## src/core/rsc_pkg.sv

```systemverilog
// Shared constants of the radio state-control link: register map, codes, timing.
// Assumes both ends and the bench import it; no logic lives here.
package rsc_pkg;
  // Device register offsets on the link.
  localparam logic [5:0] ADDR_STATUS = 6'h01;
  localparam logic [5:0] ADDR_STATE = 6'h02;
  localparam logic [5:0] ADDR_CTRL1 = 6'h04;
  localparam logic [5:0] ADDR_CCA_CTRL = 6'h08;
  localparam logic [5:0] ADDR_CCA_THR = 6'h09;
  localparam logic [5:0] ADDR_AACK_CTRL = 6'h17;
  localparam logic [5:0] ADDR_FILT_LO = 6'h20;
  localparam logic [5:0] ADDR_RETRY = 6'h2c;
  localparam logic [5:0] ADDR_SEED_LO = 6'h2d;
  localparam logic [5:0] ADDR_SEED_HI = 6'h2e;
  localparam logic [5:0] ADDR_BE = 6'h2f;
  localparam logic [5:0] ADDR_ABORT_CHK = 6'h32;
  // Reset values.
  localparam logic [7:0] RST_STATUS = 8'h00;
  localparam logic [7:0] RST_STATE = 8'h00;
  localparam logic [7:0] RST_CTRL1 = 8'h20;
  localparam logic [7:0] RST_RETRY = 8'h38;
  localparam logic [7:0] RST_CFG = 8'h00;
  // Field positions.
  localparam int SLOT_BIT = 0;
  localparam int RES_LSB = 5;
  // State codes.
  localparam logic [4:0] ST_P_ON = 5'h00;
  localparam logic [4:0] ST_BUSY_RX = 5'h01;
  localparam logic [4:0] ST_BUSY_TX = 5'h02;
  localparam logic [4:0] ST_RX_ON = 5'h06;
  localparam logic [4:0] ST_OFF = 5'h08;
  localparam logic [4:0] ST_PLL_ON = 5'h09;
  localparam logic [4:0] ST_SLEEP = 5'h0f;
  localparam logic [4:0] ST_BUSY_AACK = 5'h11;
  localparam logic [4:0] ST_BUSY_ARET = 5'h12;
  localparam logic [4:0] ST_AACK_ON = 5'h16;
  localparam logic [4:0] ST_ARET_ON = 5'h19;
  localparam logic [4:0] ST_RX_NOCLK = 5'h1c;
  localparam logic [4:0] ST_AACK_NOCLK = 5'h1d;
  localparam logic [4:0] ST_BUSY_AACK_NOCLK = 5'h1e;
  localparam logic [4:0] ST_TRANS = 5'h1f;
  // State commands.
  localparam logic [4:0] CMD_NOP = 5'h00;
  localparam logic [4:0] CMD_TX_START = 5'h02;
  localparam logic [4:0] CMD_FORCE_OFF = 5'h03;
  localparam logic [4:0] CMD_FORCE_PLL = 5'h04;
  localparam logic [4:0] CMD_RX_ON = 5'h06;
  localparam logic [4:0] CMD_OFF = 5'h08;
  localparam logic [4:0] CMD_PLL_ON = 5'h09;
  localparam logic [4:0] CMD_AACK = 5'h16;
  localparam logic [4:0] CMD_ARET = 5'h19;
  // Transaction results.
  localparam logic [2:0] RES_SUCCESS = 3'h0;
  localparam logic [2:0] RES_PENDING = 3'h1;
  localparam logic [2:0] RES_AWAIT_ACK = 3'h2;
  localparam logic [2:0] RES_CHAN_FAIL = 3'h3;
  localparam logic [2:0] RES_NO_ACK = 3'h5;
  localparam logic [2:0] RES_INVALID = 3'h7;
  // Timing: state transition settling time.
  localparam int CLK_NS = 40;
  localparam int TRANS_NS = 1000;
  localparam logic [5:0] TRANS_CYC = 6'((TRANS_NS + CLK_NS - 1) / CLK_NS);
  // Host APB register offsets and fields.
  localparam logic [7:0] HOFS_CMD = 8'h00;
  localparam logic [7:0] HOFS_STAT = 8'h04;
  localparam logic [7:0] HOFS_PIN = 8'h08;
  localparam int CMD_ADDR_LSB = 8;
  localparam int CMD_WE_BIT = 16;
  localparam int STAT_BUSY_BIT = 8;
  localparam int STAT_FE_BIT = 9;
  localparam int STAT_AM_BIT = 10;
  localparam int STAT_GATE_BIT = 11;
  // Host sequencer states, Gray coded.
  typedef enum logic [1:0] {H_IDLE = 2'b00, H_WAIT = 2'b01} rsc_hst_t;
endpackage : rsc_pkg

```

## src/core/rsc_link_if.sv

```systemverilog
// Link between the host controller and the radio state-control device.
// Assumes one shared clock; both ends drive their outputs from flip-flops.
`timescale 1ns/1ps
interface rsc_link_if;
  logic req;
  logic we;
  logic [5:0] addr;
  logic [7:0] wdata;
  logic [7:0] rdata;
  logic ack;
  logic sleep_transmit_pin;
  logic frame_end_irq;
  logic address_match_irq;
  logic [3:0] other_irq;
  modport dev(input req, input we, input addr, input wdata, input sleep_transmit_pin,
    output rdata, output ack, output frame_end_irq, output address_match_irq,
    output other_irq);
  modport host(output req, output we, output addr, output wdata, output sleep_transmit_pin,
    input rdata, input ack, input frame_end_irq, input address_match_irq,
    input other_irq);
endinterface : rsc_link_if

```

## src/core/rsc_device.sv

```systemverilog
// Radio state-control device end: register bank, state codes, transaction results
// and frame interrupts. Assumes the radio engine reports events as one-cycle pulses
// on the clk domain, and the host holds req until ack.
// Notes on behaviour
// - Auto-retry raises frame end once, at end
// - Acknowledge frames raise no match/end interrupt in extended (AACK) receive
// - Basic interrupt sources stay available
// - Status read-only; assessment bits frozen extended
// - Basic state codes reported as encoded
// - Extended state codes, transition code 0x1F
// - Host waits out transition before commanding
// - Sleep state hides all registers
// - Command field write starts transition
// - Host confirms transition via status read
// - Result field read-only, command bits writable
// - Result encodings per transaction kind
// - Result resets zero, procedure start sets seven
// - Pending-bit acknowledge reports result one
// - Slotted ready acknowledge reports two, pin launches
// - Command encodings; other values do nothing
// - Forced PLL-on refused from low states
// - Host checks 0x32 before forced PLL-on
// - Extended configuration at fixed addresses
// - Start command or pin edge starts retry
//
// The APB slave port was chosen for this implementation.
`timescale 1ns/1ps
module rsc_device (
  input wire logic clk,
  input wire logic arst_n,
  rsc_link_if.dev lnk,
  input wire logic ev_tx_end,
  input wire logic ev_ack_req,
  input wire logic ev_ack_rx,
  input wire logic ev_ack_pend,
  input wire logic ev_cca_fail,
  input wire logic ev_no_ack,
  input wire logic ev_rx_start,
  input wire logic ev_rx_end,
  input wire logic ev_is_ack,
  input wire logic ev_addr_match,
  input wire logic ev_assessment_done_flag,
  input wire logic ev_cca_clear,
  input wire logic [3:0] ev_other,
  output logic [7:0] retry_cfg,
  output logic [7:0] backoff_cfg
);
  import rsc_pkg::*;

  logic [4:0] state_q, state_d, target_q, target_d, cmdf_q;
  logic [5:0] tcnt_q;
  logic tload;
  logic [2:0] result_q, result_d;
  logic done_q, clear_q, pin_q, ack_q, fe_q, fe_d, am_q, am_d;
  logic [7:0] rdata_q, rdata_d;
  logic [3:0] other_q;
  logic [7:0] cfg_q [0:19];
  logic acc, wr, rd_status, sleeping, ext, cmd_wr, pin_rise, pin_fall, fpll_ok, slotted;
  logic cfg_hit;
  logic [4:0] cfg_sel, cmd;

  // One access per request; the ack flop blocks a second take of a held request.
  assign acc = lnk.req & ~ack_q;
  assign sleeping = (state_q == ST_SLEEP);
  assign wr = acc & lnk.we & ~sleeping;
  assign rd_status = acc & ~lnk.we & ~sleeping & (lnk.addr == ADDR_STATUS);
  assign cmd_wr = wr & (lnk.addr == ADDR_STATE);
  assign cmd = lnk.wdata[4:0];
  assign pin_rise = lnk.sleep_transmit_pin & ~pin_q;
  assign pin_fall = ~lnk.sleep_transmit_pin & pin_q;
  assign slotted = cfg_q[12][SLOT_BIT];
  assign ext = (state_q == ST_BUSY_AACK) || (state_q == ST_BUSY_ARET) ||
               (state_q == ST_AACK_ON) || (state_q == ST_ARET_ON) ||
               (state_q == ST_AACK_NOCLK) || (state_q == ST_BUSY_AACK_NOCLK);
  assign fpll_ok = !((state_q == ST_SLEEP) || (state_q == ST_P_ON) || (state_q == ST_OFF) ||
                     (state_q == ST_RX_NOCLK) || (state_q == ST_AACK_NOCLK) ||
                     (state_q == ST_BUSY_AACK_NOCLK) ||
                     ((state_q == ST_TRANS) && ((target_q == ST_OFF) ||
                      (target_q == ST_SLEEP) || (target_q == ST_P_ON))));

  // Configuration decode: 0x20..0x2f map to entries 0..15, the four others above.
  // fixed configuration map.
  always_comb begin
    cfg_hit = 1'b1;
    cfg_sel = 5'h00;
    if (lnk.addr >= ADDR_FILT_LO && lnk.addr <= ADDR_BE) begin
      cfg_sel = {1'b0, lnk.addr[3:0]};
    end else if (lnk.addr == ADDR_CTRL1) begin
      cfg_sel = 5'h10;
    end else if (lnk.addr == ADDR_CCA_CTRL) begin
      cfg_sel = 5'h11;
    end else if (lnk.addr == ADDR_CCA_THR) begin
      cfg_sel = 5'h12;
    end else if (lnk.addr == ADDR_AACK_CTRL) begin
      cfg_sel = 5'h13;
    end else begin
      cfg_hit = 1'b0;
    end
  end

  // Configuration storage, one flop byte per entry.
  for (genvar i = 0; i < 20; i++) begin : g_cfg
    localparam logic [7:0] RV = (i == 12) ? RST_RETRY : ((i == 16) ? RST_CTRL1 : RST_CFG);
    always_ff @(posedge clk or negedge arst_n) begin
      if (!arst_n) begin
        cfg_q[i] <= RV;
      end else if (wr && cfg_hit && cfg_sel == 5'(i)) begin
        cfg_q[i] <= lnk.wdata;
      end
    end
  end

  // State, result and interrupt next values. Commands outrank pin and engine events.
  always_comb begin
    state_d = state_q;
    target_d = target_q;
    tload = 1'b0;
    result_d = result_q;
    fe_d = 1'b0;
    am_d = 1'b0;
    if (cmd_wr) begin
      case (cmd)
        CMD_TX_START: begin
          if (state_q == ST_PLL_ON) begin
            state_d = ST_BUSY_TX;
          end else if (state_q == ST_ARET_ON) begin
            state_d = ST_BUSY_ARET;
            result_d = RES_INVALID;
          end
        end
        CMD_FORCE_OFF: begin
          state_d = ST_OFF;
        end
        CMD_FORCE_PLL: begin
          if (fpll_ok) begin
            state_d = ST_PLL_ON;
          end
        end
        CMD_RX_ON, CMD_OFF, CMD_PLL_ON, CMD_AACK, CMD_ARET: begin
          if (state_q != ST_TRANS && state_q != cmd) begin
            state_d = ST_TRANS;
            target_d = cmd;
            tload = 1'b1;
            if (cmd == CMD_AACK || cmd == CMD_ARET) begin
              result_d = RES_INVALID;
            end
          end
        end
        default: begin
        end
      endcase
    end else begin
      case (state_q)
        ST_TRANS: begin
          if (tcnt_q == 6'h00) begin
            state_d = target_q;
          end
        end
        ST_OFF: begin
          if (pin_rise) begin
            state_d = ST_SLEEP;
          end
        end
        ST_SLEEP: begin
          if (pin_fall) begin
            state_d = ST_TRANS;
            target_d = ST_OFF;
            tload = 1'b1;
          end
        end
        ST_PLL_ON: begin
          if (pin_rise) begin
            state_d = ST_BUSY_TX;
          end
        end
        ST_ARET_ON: begin
          if (pin_rise) begin
            state_d = ST_BUSY_ARET;
            result_d = RES_INVALID;
          end
        end
        ST_BUSY_TX: begin
          if (ev_tx_end) begin
            fe_d = 1'b1;
            state_d = ST_PLL_ON;
          end
        end
        ST_BUSY_ARET: begin
          state_d = ST_ARET_ON;
          fe_d = 1'b1;
          if (ev_cca_fail) begin
            result_d = RES_CHAN_FAIL;
          end else if (ev_no_ack) begin
            result_d = RES_NO_ACK;
          end else if (ev_ack_rx) begin
            result_d = ev_ack_pend ? RES_PENDING : RES_SUCCESS;
          end else if (ev_tx_end && !ev_ack_req) begin
            result_d = RES_SUCCESS;
          end else begin
            state_d = ST_BUSY_ARET;
            fe_d = 1'b0;
          end
        end
        ST_RX_ON: begin
          if (ev_rx_start) begin
            state_d = ST_BUSY_RX;
          end
        end
        ST_BUSY_RX: begin
          am_d = ev_addr_match;
          if (ev_rx_end) begin
            fe_d = 1'b1;
            state_d = ST_RX_ON;
          end
        end
        ST_AACK_ON: begin
          if (ev_rx_start) begin
            state_d = ST_BUSY_AACK;
            result_d = RES_INVALID;
          end
        end
        ST_BUSY_AACK: begin
          if (result_q == RES_AWAIT_ACK) begin
            if (pin_rise) begin
              result_d = RES_SUCCESS;
              state_d = ST_AACK_ON;
            end
          end else begin
            am_d = ev_addr_match & ~ev_is_ack;
            if (ev_rx_end && ev_is_ack) begin
              state_d = ST_AACK_ON;
            end else if (ev_rx_end) begin
              fe_d = 1'b1;
              if (slotted && ev_ack_req) begin
                result_d = RES_AWAIT_ACK;
              end else begin
                result_d = RES_SUCCESS;
                state_d = ST_AACK_ON;
              end
            end
          end
        end
        default: begin
        end
      endcase
    end
  end

  always_ff @(posedge clk or negedge arst_n) begin
    if (!arst_n) begin
      state_q <= ST_P_ON;
      target_q <= ST_P_ON;
      tcnt_q <= 6'h00;
    end else begin
      state_q <= state_d;
      target_q <= target_d;
      if (tload) begin
        tcnt_q <= TRANS_CYC - 6'h01;
      end else if (tcnt_q != 6'h00) begin
        tcnt_q <= tcnt_q - 6'h01;
      end
    end
  end

  // result held apart from command bits.
  always_ff @(posedge clk or negedge arst_n) begin
    if (!arst_n) begin
      result_q <= RST_STATE[7:RES_LSB];
      cmdf_q <= RST_STATE[4:0];
    end else begin
      result_q <= result_d;
      if (cmd_wr) begin
        cmdf_q <= cmd;
      end
    end
  end

  // Assessment flags; a new result outranks the clear that a status read makes.
  // frozen in extended mode.
  always_ff @(posedge clk or negedge arst_n) begin
    if (!arst_n) begin
      done_q <= RST_STATUS[7];
      clear_q <= RST_STATUS[6];
    end else if (ev_assessment_done_flag && !ext) begin
      done_q <= 1'b1;
      clear_q <= ev_cca_clear;
    end else if (rd_status) begin
      done_q <= 1'b0;
    end
  end

  // Read data mux; asleep everything reads zero.
  // reserved bit reads zero.
  always_comb begin
    rdata_d = 8'h00;
    if (!sleeping) begin
      if (lnk.addr == ADDR_STATUS) begin
        rdata_d = {done_q, clear_q, 1'b0, state_q};
      end else if (lnk.addr == ADDR_STATE) begin
        rdata_d = {result_q, cmdf_q};
      end else if (cfg_hit) begin
        rdata_d = cfg_q[cfg_sel];
      end
    end
  end

  // Link answer, pin edge history and interrupt pulses.
  // other sources passed through.
  always_ff @(posedge clk or negedge arst_n) begin
    if (!arst_n) begin
      ack_q <= 1'b0;
      rdata_q <= 8'h00;
      pin_q <= 1'b0;
      fe_q <= 1'b0;
      am_q <= 1'b0;
      other_q <= 4'h0;
    end else begin
      ack_q <= acc;
      if (acc) begin
        rdata_q <= rdata_d;
      end
      pin_q <= lnk.sleep_transmit_pin;
      fe_q <= fe_d;
      am_q <= am_d;
      other_q <= ev_other;
    end
  end

  assign lnk.ack = ack_q;
  assign lnk.rdata = rdata_q;
  assign lnk.frame_end_irq = fe_q;
  assign lnk.address_match_irq = am_q;
  assign lnk.other_irq = other_q;
  assign retry_cfg = cfg_q[12];
  assign backoff_cfg = cfg_q[15];
endmodule : rsc_device

```

## src/flat_wrapper.sv

```systemverilog
// flat-port wrapper written by rule: the top's interface ports become plain ports
module rsc_device_flat import rsc_pkg::*;
  (clk, arst_n, ev_tx_end, ev_ack_req, ev_ack_rx, ev_ack_pend, ev_cca_fail, ev_no_ack, ev_rx_start, ev_rx_end, ev_is_ack, ev_addr_match, ev_assessment_done_flag, ev_cca_clear, ev_other, retry_cfg, backoff_cfg, lnk_req, lnk_we, lnk_addr, lnk_wdata, lnk_sleep_transmit_pin, lnk_rdata, lnk_ack, lnk_frame_end_irq, lnk_address_match_irq, lnk_other_irq);
  rsc_link_if lnk_i ();
  input wire logic clk;
  input wire logic arst_n;
  input wire logic ev_tx_end;
  input wire logic ev_ack_req;
  input wire logic ev_ack_rx;
  input wire logic ev_ack_pend;
  input wire logic ev_cca_fail;
  input wire logic ev_no_ack;
  input wire logic ev_rx_start;
  input wire logic ev_rx_end;
  input wire logic ev_is_ack;
  input wire logic ev_addr_match;
  input wire logic ev_assessment_done_flag;
  input wire logic ev_cca_clear;
  input wire logic [3:0] ev_other;
  output logic [7:0] retry_cfg;
  output logic [7:0] backoff_cfg;
  input wire logic [$bits(lnk_i.req)-1:0] lnk_req;
  input wire logic [$bits(lnk_i.we)-1:0] lnk_we;
  input wire logic [$bits(lnk_i.addr)-1:0] lnk_addr;
  input wire logic [$bits(lnk_i.wdata)-1:0] lnk_wdata;
  input wire logic [$bits(lnk_i.sleep_transmit_pin)-1:0] lnk_sleep_transmit_pin;
  output wire logic [$bits(lnk_i.rdata)-1:0] lnk_rdata;
  output wire logic [$bits(lnk_i.ack)-1:0] lnk_ack;
  output wire logic [$bits(lnk_i.frame_end_irq)-1:0] lnk_frame_end_irq;
  output wire logic [$bits(lnk_i.address_match_irq)-1:0] lnk_address_match_irq;
  output wire logic [$bits(lnk_i.other_irq)-1:0] lnk_other_irq;
  assign lnk_i.req = lnk_req;
  assign lnk_i.we = lnk_we;
  assign lnk_i.addr = lnk_addr;
  assign lnk_i.wdata = lnk_wdata;
  assign lnk_i.sleep_transmit_pin = lnk_sleep_transmit_pin;
  assign lnk_rdata = lnk_i.rdata;
  assign lnk_ack = lnk_i.ack;
  assign lnk_frame_end_irq = lnk_i.frame_end_irq;
  assign lnk_address_match_irq = lnk_i.address_match_irq;
  assign lnk_other_irq = lnk_i.other_irq;
  rsc_device u_core (.clk(clk), .arst_n(arst_n), .lnk(lnk_i), .ev_tx_end(ev_tx_end), .ev_ack_req(ev_ack_req), .ev_ack_rx(ev_ack_rx), .ev_ack_pend(ev_ack_pend), .ev_cca_fail(ev_cca_fail), .ev_no_ack(ev_no_ack), .ev_rx_start(ev_rx_start), .ev_rx_end(ev_rx_end), .ev_is_ack(ev_is_ack), .ev_addr_match(ev_addr_match), .ev_assessment_done_flag(ev_assessment_done_flag), .ev_cca_clear(ev_cca_clear), .ev_other(ev_other), .retry_cfg(retry_cfg), .backoff_cfg(backoff_cfg));
endmodule
```

## config.mk

```make
export PLATFORM = sky130hd
export DESIGN_NAME = rsc_device_flat
export DESIGN_NICKNAME = d
export VERILOG_FILES = /design/src/core/rsc_pkg.sv /design/src/core/rsc_link_if.sv /design/src/core/rsc_device.sv /design/src/flat_wrapper.sv
export SDC_FILE = /design/constraint.sdc
export NUM_CORES = 1
export LEC_CHECK = 0
export BUFFER_PORTS_ARGS = -buffer_cell sky130_fd_sc_hd__buf_2
export CELL_PAD_IN_SITES_DETAIL_PLACEMENT = 2
export CELL_PAD_IN_SITES_GLOBAL_PLACEMENT = 2
export CORE_AREA = 8 8 166 168
export DETAILED_ROUTE_END_ITERATION = 8
export DIE_AREA = 0 0 174 176
export GPL_TIMING_DRIVEN = 0
export PLACE_DENSITY = 0.78
export SYNTH_ARGS = -nofsm -noshare
export SYNTH_HDL_FRONTEND = slang
export SYNTH_SLANG_ARGS = --single-unit
export TNS_END_PERCENT = 10
```

## constraint.sdc

```tcl
create_clock -name clk -period 3.16 [get_ports clk]
set_clock_uncertainty 0.15 [all_clocks]
set_input_delay 0.474 -clock clk [delete_from_list [all_inputs] [get_ports clk]]
set_output_delay 0.474 -clock clk [all_outputs]
set_load 0.02 [all_outputs]
```

==> results of run 1 <==
-- kinds of logic after synthesis --
group,after synthesis,synth area share [%]
and+or+nand+nor,223,11.7
AOI/OAI and AO/OA,218,15.6
DFF,202,50.2
muxes,154,17.2
buffers and inverters,91,4.46
xor gates and xnor gates,6,0.522
adders and majority gates,2,0.248
-- through the flow --
stage / util, % / instances / TNS (ns)
2_1_floorplan: - / 896 / 0
3_3_place_gp: 43.5 / 1286 / -437.69
3_5_place_dp: 43.6 / 1287 / -29.22
4_1_cts: 47.1 / 1339 / -0.00882
5_1_grt: 47.2 / 1339 / 0
6_report: 47.2 / 1339 / 0
-- sequential cells by signal, summed over array words and instances (netlist names) --
name	cells
u_core.backoff_cfg	8
u_core.cfg_q	144
u_core.clear_q	1
u_core.cmdf_q	5
u_core.done_q	1
u_core.lnk.ack	1
u_core.lnk.address_match_irq	1
u_core.lnk.frame_end_irq	1
u_core.lnk.other_irq	4
u_core.lnk.rdata	8
u_core.pin_q	1
u_core.result_q	3
u_core.retry_cfg	8
u_core.state_q	5
u_core.target_q	5
u_core.tcnt_q	6
-- layout make-up --
cell class / count / area (um^2)
buffer: 79 / 408
clock buffer: 39 / 748
clock inverter: 7 / 53.8
fill: 2541 / 13100
inverter: 11 / 41.3
multi-input combinational: 603 / 4580
sequential: 202 / 5060
tap: 330 / 413
timing repair buffer: 68 / 405
-- worst max-delay path by stage --
stage                      start             endpoint  slack [ns]
3_3_place_gp              arst_n     u_core.cfg_q[47]       -2.15
5_1_grt        u_core.state_q[1]    u_core.state_q[1]        0.02
2_1_floorplan        lnk_addr[1]     u_core.cfg_q[10]        0.59
3_5_place_dp         lnk_addr[5]  u_core.retry_cfg[6]       -0.57
4_1_cts              lnk_addr[3]  u_core.lnk.rdata[4]      -0.009
6_report             lnk_addr[5]  u_core.lnk.rdata[4]        0.04
-- per-layer routing --
metal	vias up	share of wire, %	global-route usage (%)
met5	-	0	0
met4	0	1.9	5.59
met3	55	5.1	4.04
met2	239	49	39.9
met1	4284	44	31.3
li1	3517	-	-
-- cell usage after synthesis (7+ instances only) --
library cell	n	area (um^2)
sky130_fd_sc_hd__buf_4	17	128
sky130_fd_sc_hd__o31ai_1	8	60.1
sky130_fd_sc_hd__inv_1	11	41.3
sky130_fd_sc_hd__nor2_1	43	161
sky130_fd_sc_hd__o22a_1	23	201
sky130_fd_sc_hd__nor2_2	8	50.1
sky130_fd_sc_hd__a31oi_1	7	43.8
sky130_fd_sc_hd__o2111ai_1	8	70.1
sky130_fd_sc_hd__nand3_1	14	70.1
sky130_fd_sc_hd__nor3_1	8	40.0
sky130_fd_sc_hd__nand2_1	78	293
sky130_fd_sc_hd__clkbuf_1	39	146
sky130_fd_sc_hd__a222oi_1	16	160
sky130_fd_sc_hd__buf_2	17	85.1
sky130_fd_sc_hd__nor2b_1	13	81.3
sky130_fd_sc_hd__dfrtp_1	198	4950
sky130_fd_sc_hd__a21oi_1	28	140
sky130_fd_sc_hd__a22oi_1	7	52.6
sky130_fd_sc_hd__nand2b_1	12	75.1
sky130_fd_sc_hd__a21boi_0	9	67.6
sky130_fd_sc_hd__o21ai_0	46	230
sky130_fd_sc_hd__o22ai_1	14	87.6
sky130_fd_sc_hd__mux2_2	152	1710
sky130_fd_sc_hd__o221ai_1	20	175
-- what timing repair did --
| action | in CTS | in global routing |
|---|---|---|
| endpoints found under the setup margin | 8 | 10 |
| hold buffers | 6 | 0 |
| buffers inserted | 0 | 1 |
| pin swaps | 0 | 2 |
| endpoints found under the hold margin | 105 | 0 |
| resized for setup | 3 | 7 |
-- power breakdown --
| group | internal [mW] | total [mW] | switching [mW] |
|---|---|---|---|
| registers | 2.85 | 3.03 | 0.182 |
| clock network | 1.63 | 2.78 | 1.14 |
| logic | 0.649 | 1.64 | 0.991 |
-- critical path: stages --
cell and delay [ns]:
sky130_fd_sc_hd__buf_2 0.13, sky130_fd_sc_hd__nor2b_1 0.61, sky130_fd_sc_hd__a32o_1 0.24, sky130_fd_sc_hd__or2_1 0.11, sky130_fd_sc_hd__buf_2 0.17, sky130_fd_sc_hd__buf_4 0.26
sky130_fd_sc_hd__o221ai_1 0.27, sky130_fd_sc_hd__a222oi_1 0.78, sky130_fd_sc_hd__a21oi_1 0.21, sky130_fd_sc_hd__a31oi_1 0.17
==> reports/metrics.csv, run 1 <==
stage,metric,value,unit
synthesis,most frequently used flop master after synthesis,sky130_fd_sc_hd__dfrtp_1,
die,total I/O pin count,66,
synthesis,Syn. warnings,0,
grt,maximum number of pins on one net before global-route repair,105,
power_and_ir_drop,reported leakage power,5.35,nW
grt,Overflow after GRT,0,
synthesis,post-synthesis sequential element count,202,
worst_hold_path,hold wc startpoint,ev_cca_clear,
worst_setup_path,Worst setup EP type,flip-flop,
flow_run,number of max-capacitance violations reported,0,
grt,number of global-route vias before repair,8973,
worst_setup_path,worst reg2reg path depth,8,
final_layout,"commonest non-fill, non-tap cell in the layout",sky130_fd_sc_hd__dfrtp_1,
route,1st-iter DRT viols,516,
timing,final count of hold timing violations,0,
die,number of placement rows,58,
die,core area,24800,um^2
place,"worst slack, placed",-0.571,ns
worst_setup_path,largest fanout of any net on the critical path,10,
cts,post-CTS clock slew at the launch and capture registers of the worst setup and hold paths,0.06,ns
route,Post-DRT Antenna Nets,0,
cts,clock sink total,202,
synthesis,Yosys cell types,71,
synthesis,netlist area before placement,10100,um^2
worst_setup_path,WP data required,3.46,ns
worst_setup_path,endpoint of the worst register-to-register path,u_core.state_q[1],
timing,actual transition at the worst max-transition pin,0.948,ns
place,instance area after placement,10800,um^2
power_and_ir_drop,power density normalized to cell area,636,nW/um^2
worst_hold_path,hold-critical path endpoint,u_core.clear_q,
place,gpl congestion,0.815,
cts,TritonCTS clock tree,built,
route,DR WL/cell,27.0,um
timing,Fmax,320,MHz
power_and_ir_drop,worst ir drop on vdd,0.434,mV
grt,wire length of the first global-routing pass,56.3,mm
timing,fin crit period,3.12,ns
timing,setup repair after global routing missed its margin,false,
route,vias per cell,6.05,
synthesis,proportion of register bits with asynchronous set or reset after synthesis,100,%
timing,final number of max-transition violations,0,
die,vertical die dimension,176,um
run_status,result of the run,completed,
cts,worst skew pair latency,0.54,ns
route,post-detailed-routing wire length,36.2,mm
final_layout,Post-layout nets,1027,
place,HPWL after detailed placement,24.6,mm
timing,final setup vio count,0,
cts,cts bufs inserted,25,
timing,final worst hold slack,0.0286,ns
final_layout,number of diodes,0,
final_layout,area growth from synthesis to layout,16.3,%
worst_setup_path,sort of element at the start of the critical path,primary input,
final_layout,"commonest non-fill, non-tap cells in the layout","sky130_fd_sc_hd__dfrtp_1, sky130_fd_sc_hd__mux2_2, sky130_fd_sc_hd__buf_2, sky130_fd_sc_hd__nand2_1, sky130_fd_sc_hd__o21ai_0",
worst_setup_path,CP arrival,3.43,ns
route,post-route DRC violation count,0,
power_and_ir_drop,total design power,7.44,mW
grt,GRT Resource Usage Total,23.6,%
synthesis,Mapped Nets,933,
timing,max-slew headroom at the worst pin,36.6,%
die,Die ar.,30600,um^2
die,initial core utilization,40.6,%
synthesis,number of synthesized flops with an enable pin,0,
cts,maximum root-to-sink buffer count,3,
worst_setup_path,critical path start-end classification,primary input to flip-flop,
worst_hold_path,worst hold path cell count,2,
worst_hold_path,type of the tightest min-delay check,primary input to flip-flop,
synthesis,share of synthesized area occupied by flip-flops and latches,50.2,%
synthesis,post-synthesis area per instance,11.2,um^2
cts,clock root cell,sky130_fd_sc_hd__clkbuf_16,
route,number of detailed-routing iterations run before antenna repair,7,
place,number of input and output port buffers inserted,60,
timing,post-route fraction of the period consumed by the critical path,98.9,%
final_layout,total non-filler cell area in the finished layout,11700,um^2
final_layout,fraction of final layout cells with drive strength greater than 1,31.7,%
worst_setup_path,register-to-register setup slack,0.14,ns
synthesis,Cells after Synth,896,
worst_setup_path,reg-to-reg startpoint,u_core.state_q[4],
die,die outline width,174,um
route,overall via count from detail_route,8095,
timing,minimum setup slack in the final design,0.0359,ns
grt,number of antenna violations at the first check in global routing,1,
cts,depth of the CTS H-tree,1,
(Power assumes the default switching activity.)
==> run 2, diff against run 1 <==
Settings changed: CORE_AREA 8 8 166 168 to 2 2 160 162, DIE_AREA 0 0 174 176 to 0 0 162 164, GPL_TIMING_DRIVEN 0 to default, SETUP_SLACK_MARGIN from default to 0.02.
==> reports/metrics.csv, run 2 (synthesis gave the netlist of run 1 again) <==
stage,metric,value,unit
route,Post-DRT Antenna Nets,0,
final_layout,Post-layout nets,1012,
route,post-route DRC violation count,0,
worst_setup_path,maximum single-stage delay on the critical path,0.38,ns
timing,final number of max-transition violations,0,
die,total I/O pin count,66,
worst_setup_path,largest fanout of any net on the critical path,9,
worst_setup_path,WP data required,3.41,ns
cts,maximum root-to-sink buffer count,3,
timing,final worst hold slack,0.0462,ns
cts,depth of the CTS H-tree,1,
route,vias per cell,6.03,
final_layout,"commonest non-fill, non-tap cell in the layout",sky130_fd_sc_hd__dfrtp_1,
timing,Total Negative Setup Slacks,0,ns
worst_setup_path,list of cells traversed by the critical path,nor2b_1 > nand4_1 > and3_1 > nand2_1 > a2bb2oi_1 > a211o_1 > mux2_2,
die,initial core utilization,40.6,%
timing,actual transition at the worst max-transition pin,0.735,ns
route,overall via count from detail_route,7968,
worst_setup_path,critical path start-end classification,flip-flop to flip-flop,
grt,Overflow after GRT,0,
timing,post-route fraction of the period consumed by the critical path,88.0,%
power_and_ir_drop,power density normalized to cell area,651,nW/um^2
timing,setup repair after global routing missed its margin,false,
die,vertical die dimension,164,um
route,post-detailed-routing wire length,34.7,mm
timing,final setup vio count,0,
final_layout,number of diodes,0,
route,DR WL/cell,26.2,um
grt,GRT Resource Usage Total,26.6,%
cts,clock sink total,202,
timing,final count of hold timing violations,0,
cts,clock root cell,sky130_fd_sc_hd__clkbuf_16,
cts,post-CTS clock slew at the launch and capture registers of the worst setup and hold paths,0.06,ns
place,HPWL after detailed placement,23.1,mm
cts,quantity of gates resized following cts,0,
grt,number of global-route vias before repair,8858,
flow_run,number of max-capacitance violations reported,0,
cts,TritonCTS clock tree,built,
final_layout,area growth from synthesis to layout,18.0,%
cts,cts bufs inserted,24,
cts,post-CTS repair timing setup buffer count,0,
worst_hold_path,type of the tightest min-delay check,primary input to flip-flop,
final_layout,"commonest non-fill, non-tap cells in the layout","sky130_fd_sc_hd__dfrtp_1, sky130_fd_sc_hd__mux2_2, sky130_fd_sc_hd__nand2_1",
timing,max-slew headroom at the worst pin,50.6,%
power_and_ir_drop,total design power,7.74,mW
place,gpl congestion,0.807,
power_and_ir_drop,reported leakage power,5.49,nW
die,core area,24800,um^2
worst_setup_path,standard cell with the maximum stage delay on the critical path,sky130_fd_sc_hd__dfrtp_1,
power_and_ir_drop,worst ir drop on vdd,0.371,mV
cts,worst skew pair latency,0.54,ns
worst_setup_path,CP arrival,3.03,ns
cts,"Hold-fix buffers, CTS",6,
timing,Fmax,359,MHz
timing,fin crit period,2.78,ns
final_layout,fraction of final layout cells with drive strength greater than 1,34.8,%
final_layout,most flop-heavy register,u_core.cfg_q,
die,die outline width,162,um
worst_setup_path,sort of element at the start of the critical path,flip-flop,
worst_setup_path,Worst setup EP type,flip-flop,
run_status,result of the run,completed,
grt,wire length of the first global-routing pass,54.0,mm
route,number of detailed-routing iterations run before antenna repair,5,
grt,maximum number of pins on one net before global-route repair,76,
route,1st-iter DRT viols,586,
place,number of input and output port buffers inserted,65,
die,number of placement rows,58,
grt,number of antenna violations at the first check in global routing,0,
die,Die ar.,26600,um^2
final_layout,flip-flop count of the largest register after layout,144,
-- run 2: cell types whose count changed in the layout (fill, tap and decap cells not counted), sizes merged --
cell,previous run,this run
bufinv,0,5
clkbuf,77,32
buf,103,126
inv,12,11
clkinv,6,7
-- run 2: final cells by class --
| class | instances | area (um^2) |
|---|---|---|
| Clock buffer | 31 | 677 |
| Multi-Input combinational cell | 603 | 4570 |
| Tap cell | 330 | 413 |
| Clock inverter | 12 | 196 |
| Sequential cell | 202 | 5060 |
| Timing Repair Buffer | 133 | 935 |
| Inverter | 11 | 41.3 |
| Fill cell | 2524 | 12900 |
-- run 2: final timing paths --
path | start | endpoint | slack (ns) | depth (start not counted)
setup / recovery | u_core.state_q[4] | u_core.state_q[3] | 0.38 | 7
hold / removal | ev_cca_clear | u_core.clear_q | 0.05 | 2
setup reg to reg | u_core.state_q[4] | u_core.state_q[3] | 0.38 | 7
hold reg to reg | u_core.cfg_q[48] | u_core.cfg_q[48] | 0.34 | 2
max in group asynchronous | arst_n | u_core.retry_cfg[5] | 1.64 | 3
min in group asynchronous | arst_n | u_core.target_q[2] | 0.40 | 2
-- run 2: power by group --
group | total (mW) | switching, mW | internal (mW)
logic | 1.61 | 0.930 | 0.679
registers | 3.06 | 0.215 | 2.85
clock network | 3.07 | 1.15 | 1.92
-- run 2: through the flow --
stage | instances | cell area [um^2] | worst slack [ns] | util [%]
2_1_floorplan | 896 | 10100 | 0.590 | -
3_3_place_gp | 1273 | 11000 | 0.144 | 44.1
3_5_place_dp | 1273 | 11000 | 0.0817 | 44.1
4_1_cts | 1322 | 11900 | 0.361 | 47.9
5_1_grt | 1322 | 11900 | 0.181 | 47.9
6_report | 1322 | 11900 | 0.378 | 47.9
-- run 2: routing by layer --
metal  up-vias  GRT usage [%]  part of all wire, %
met5         -              0                    0
met4         0           8.69                  3.0
met3        73           3.81                  4.9
met2       246           45.4                   49
met1      4174           35.0                   43
li1       3475              -                    -
-- run 2: worst max-delay path: cells and delay by family (launching register included) --
family,cells,cell delay (ns)
muxes,1,0.37
AOI/OAI and AO/OA,2,0.48
DFF,1,0.38
and+or+nand+nor,4,1.27
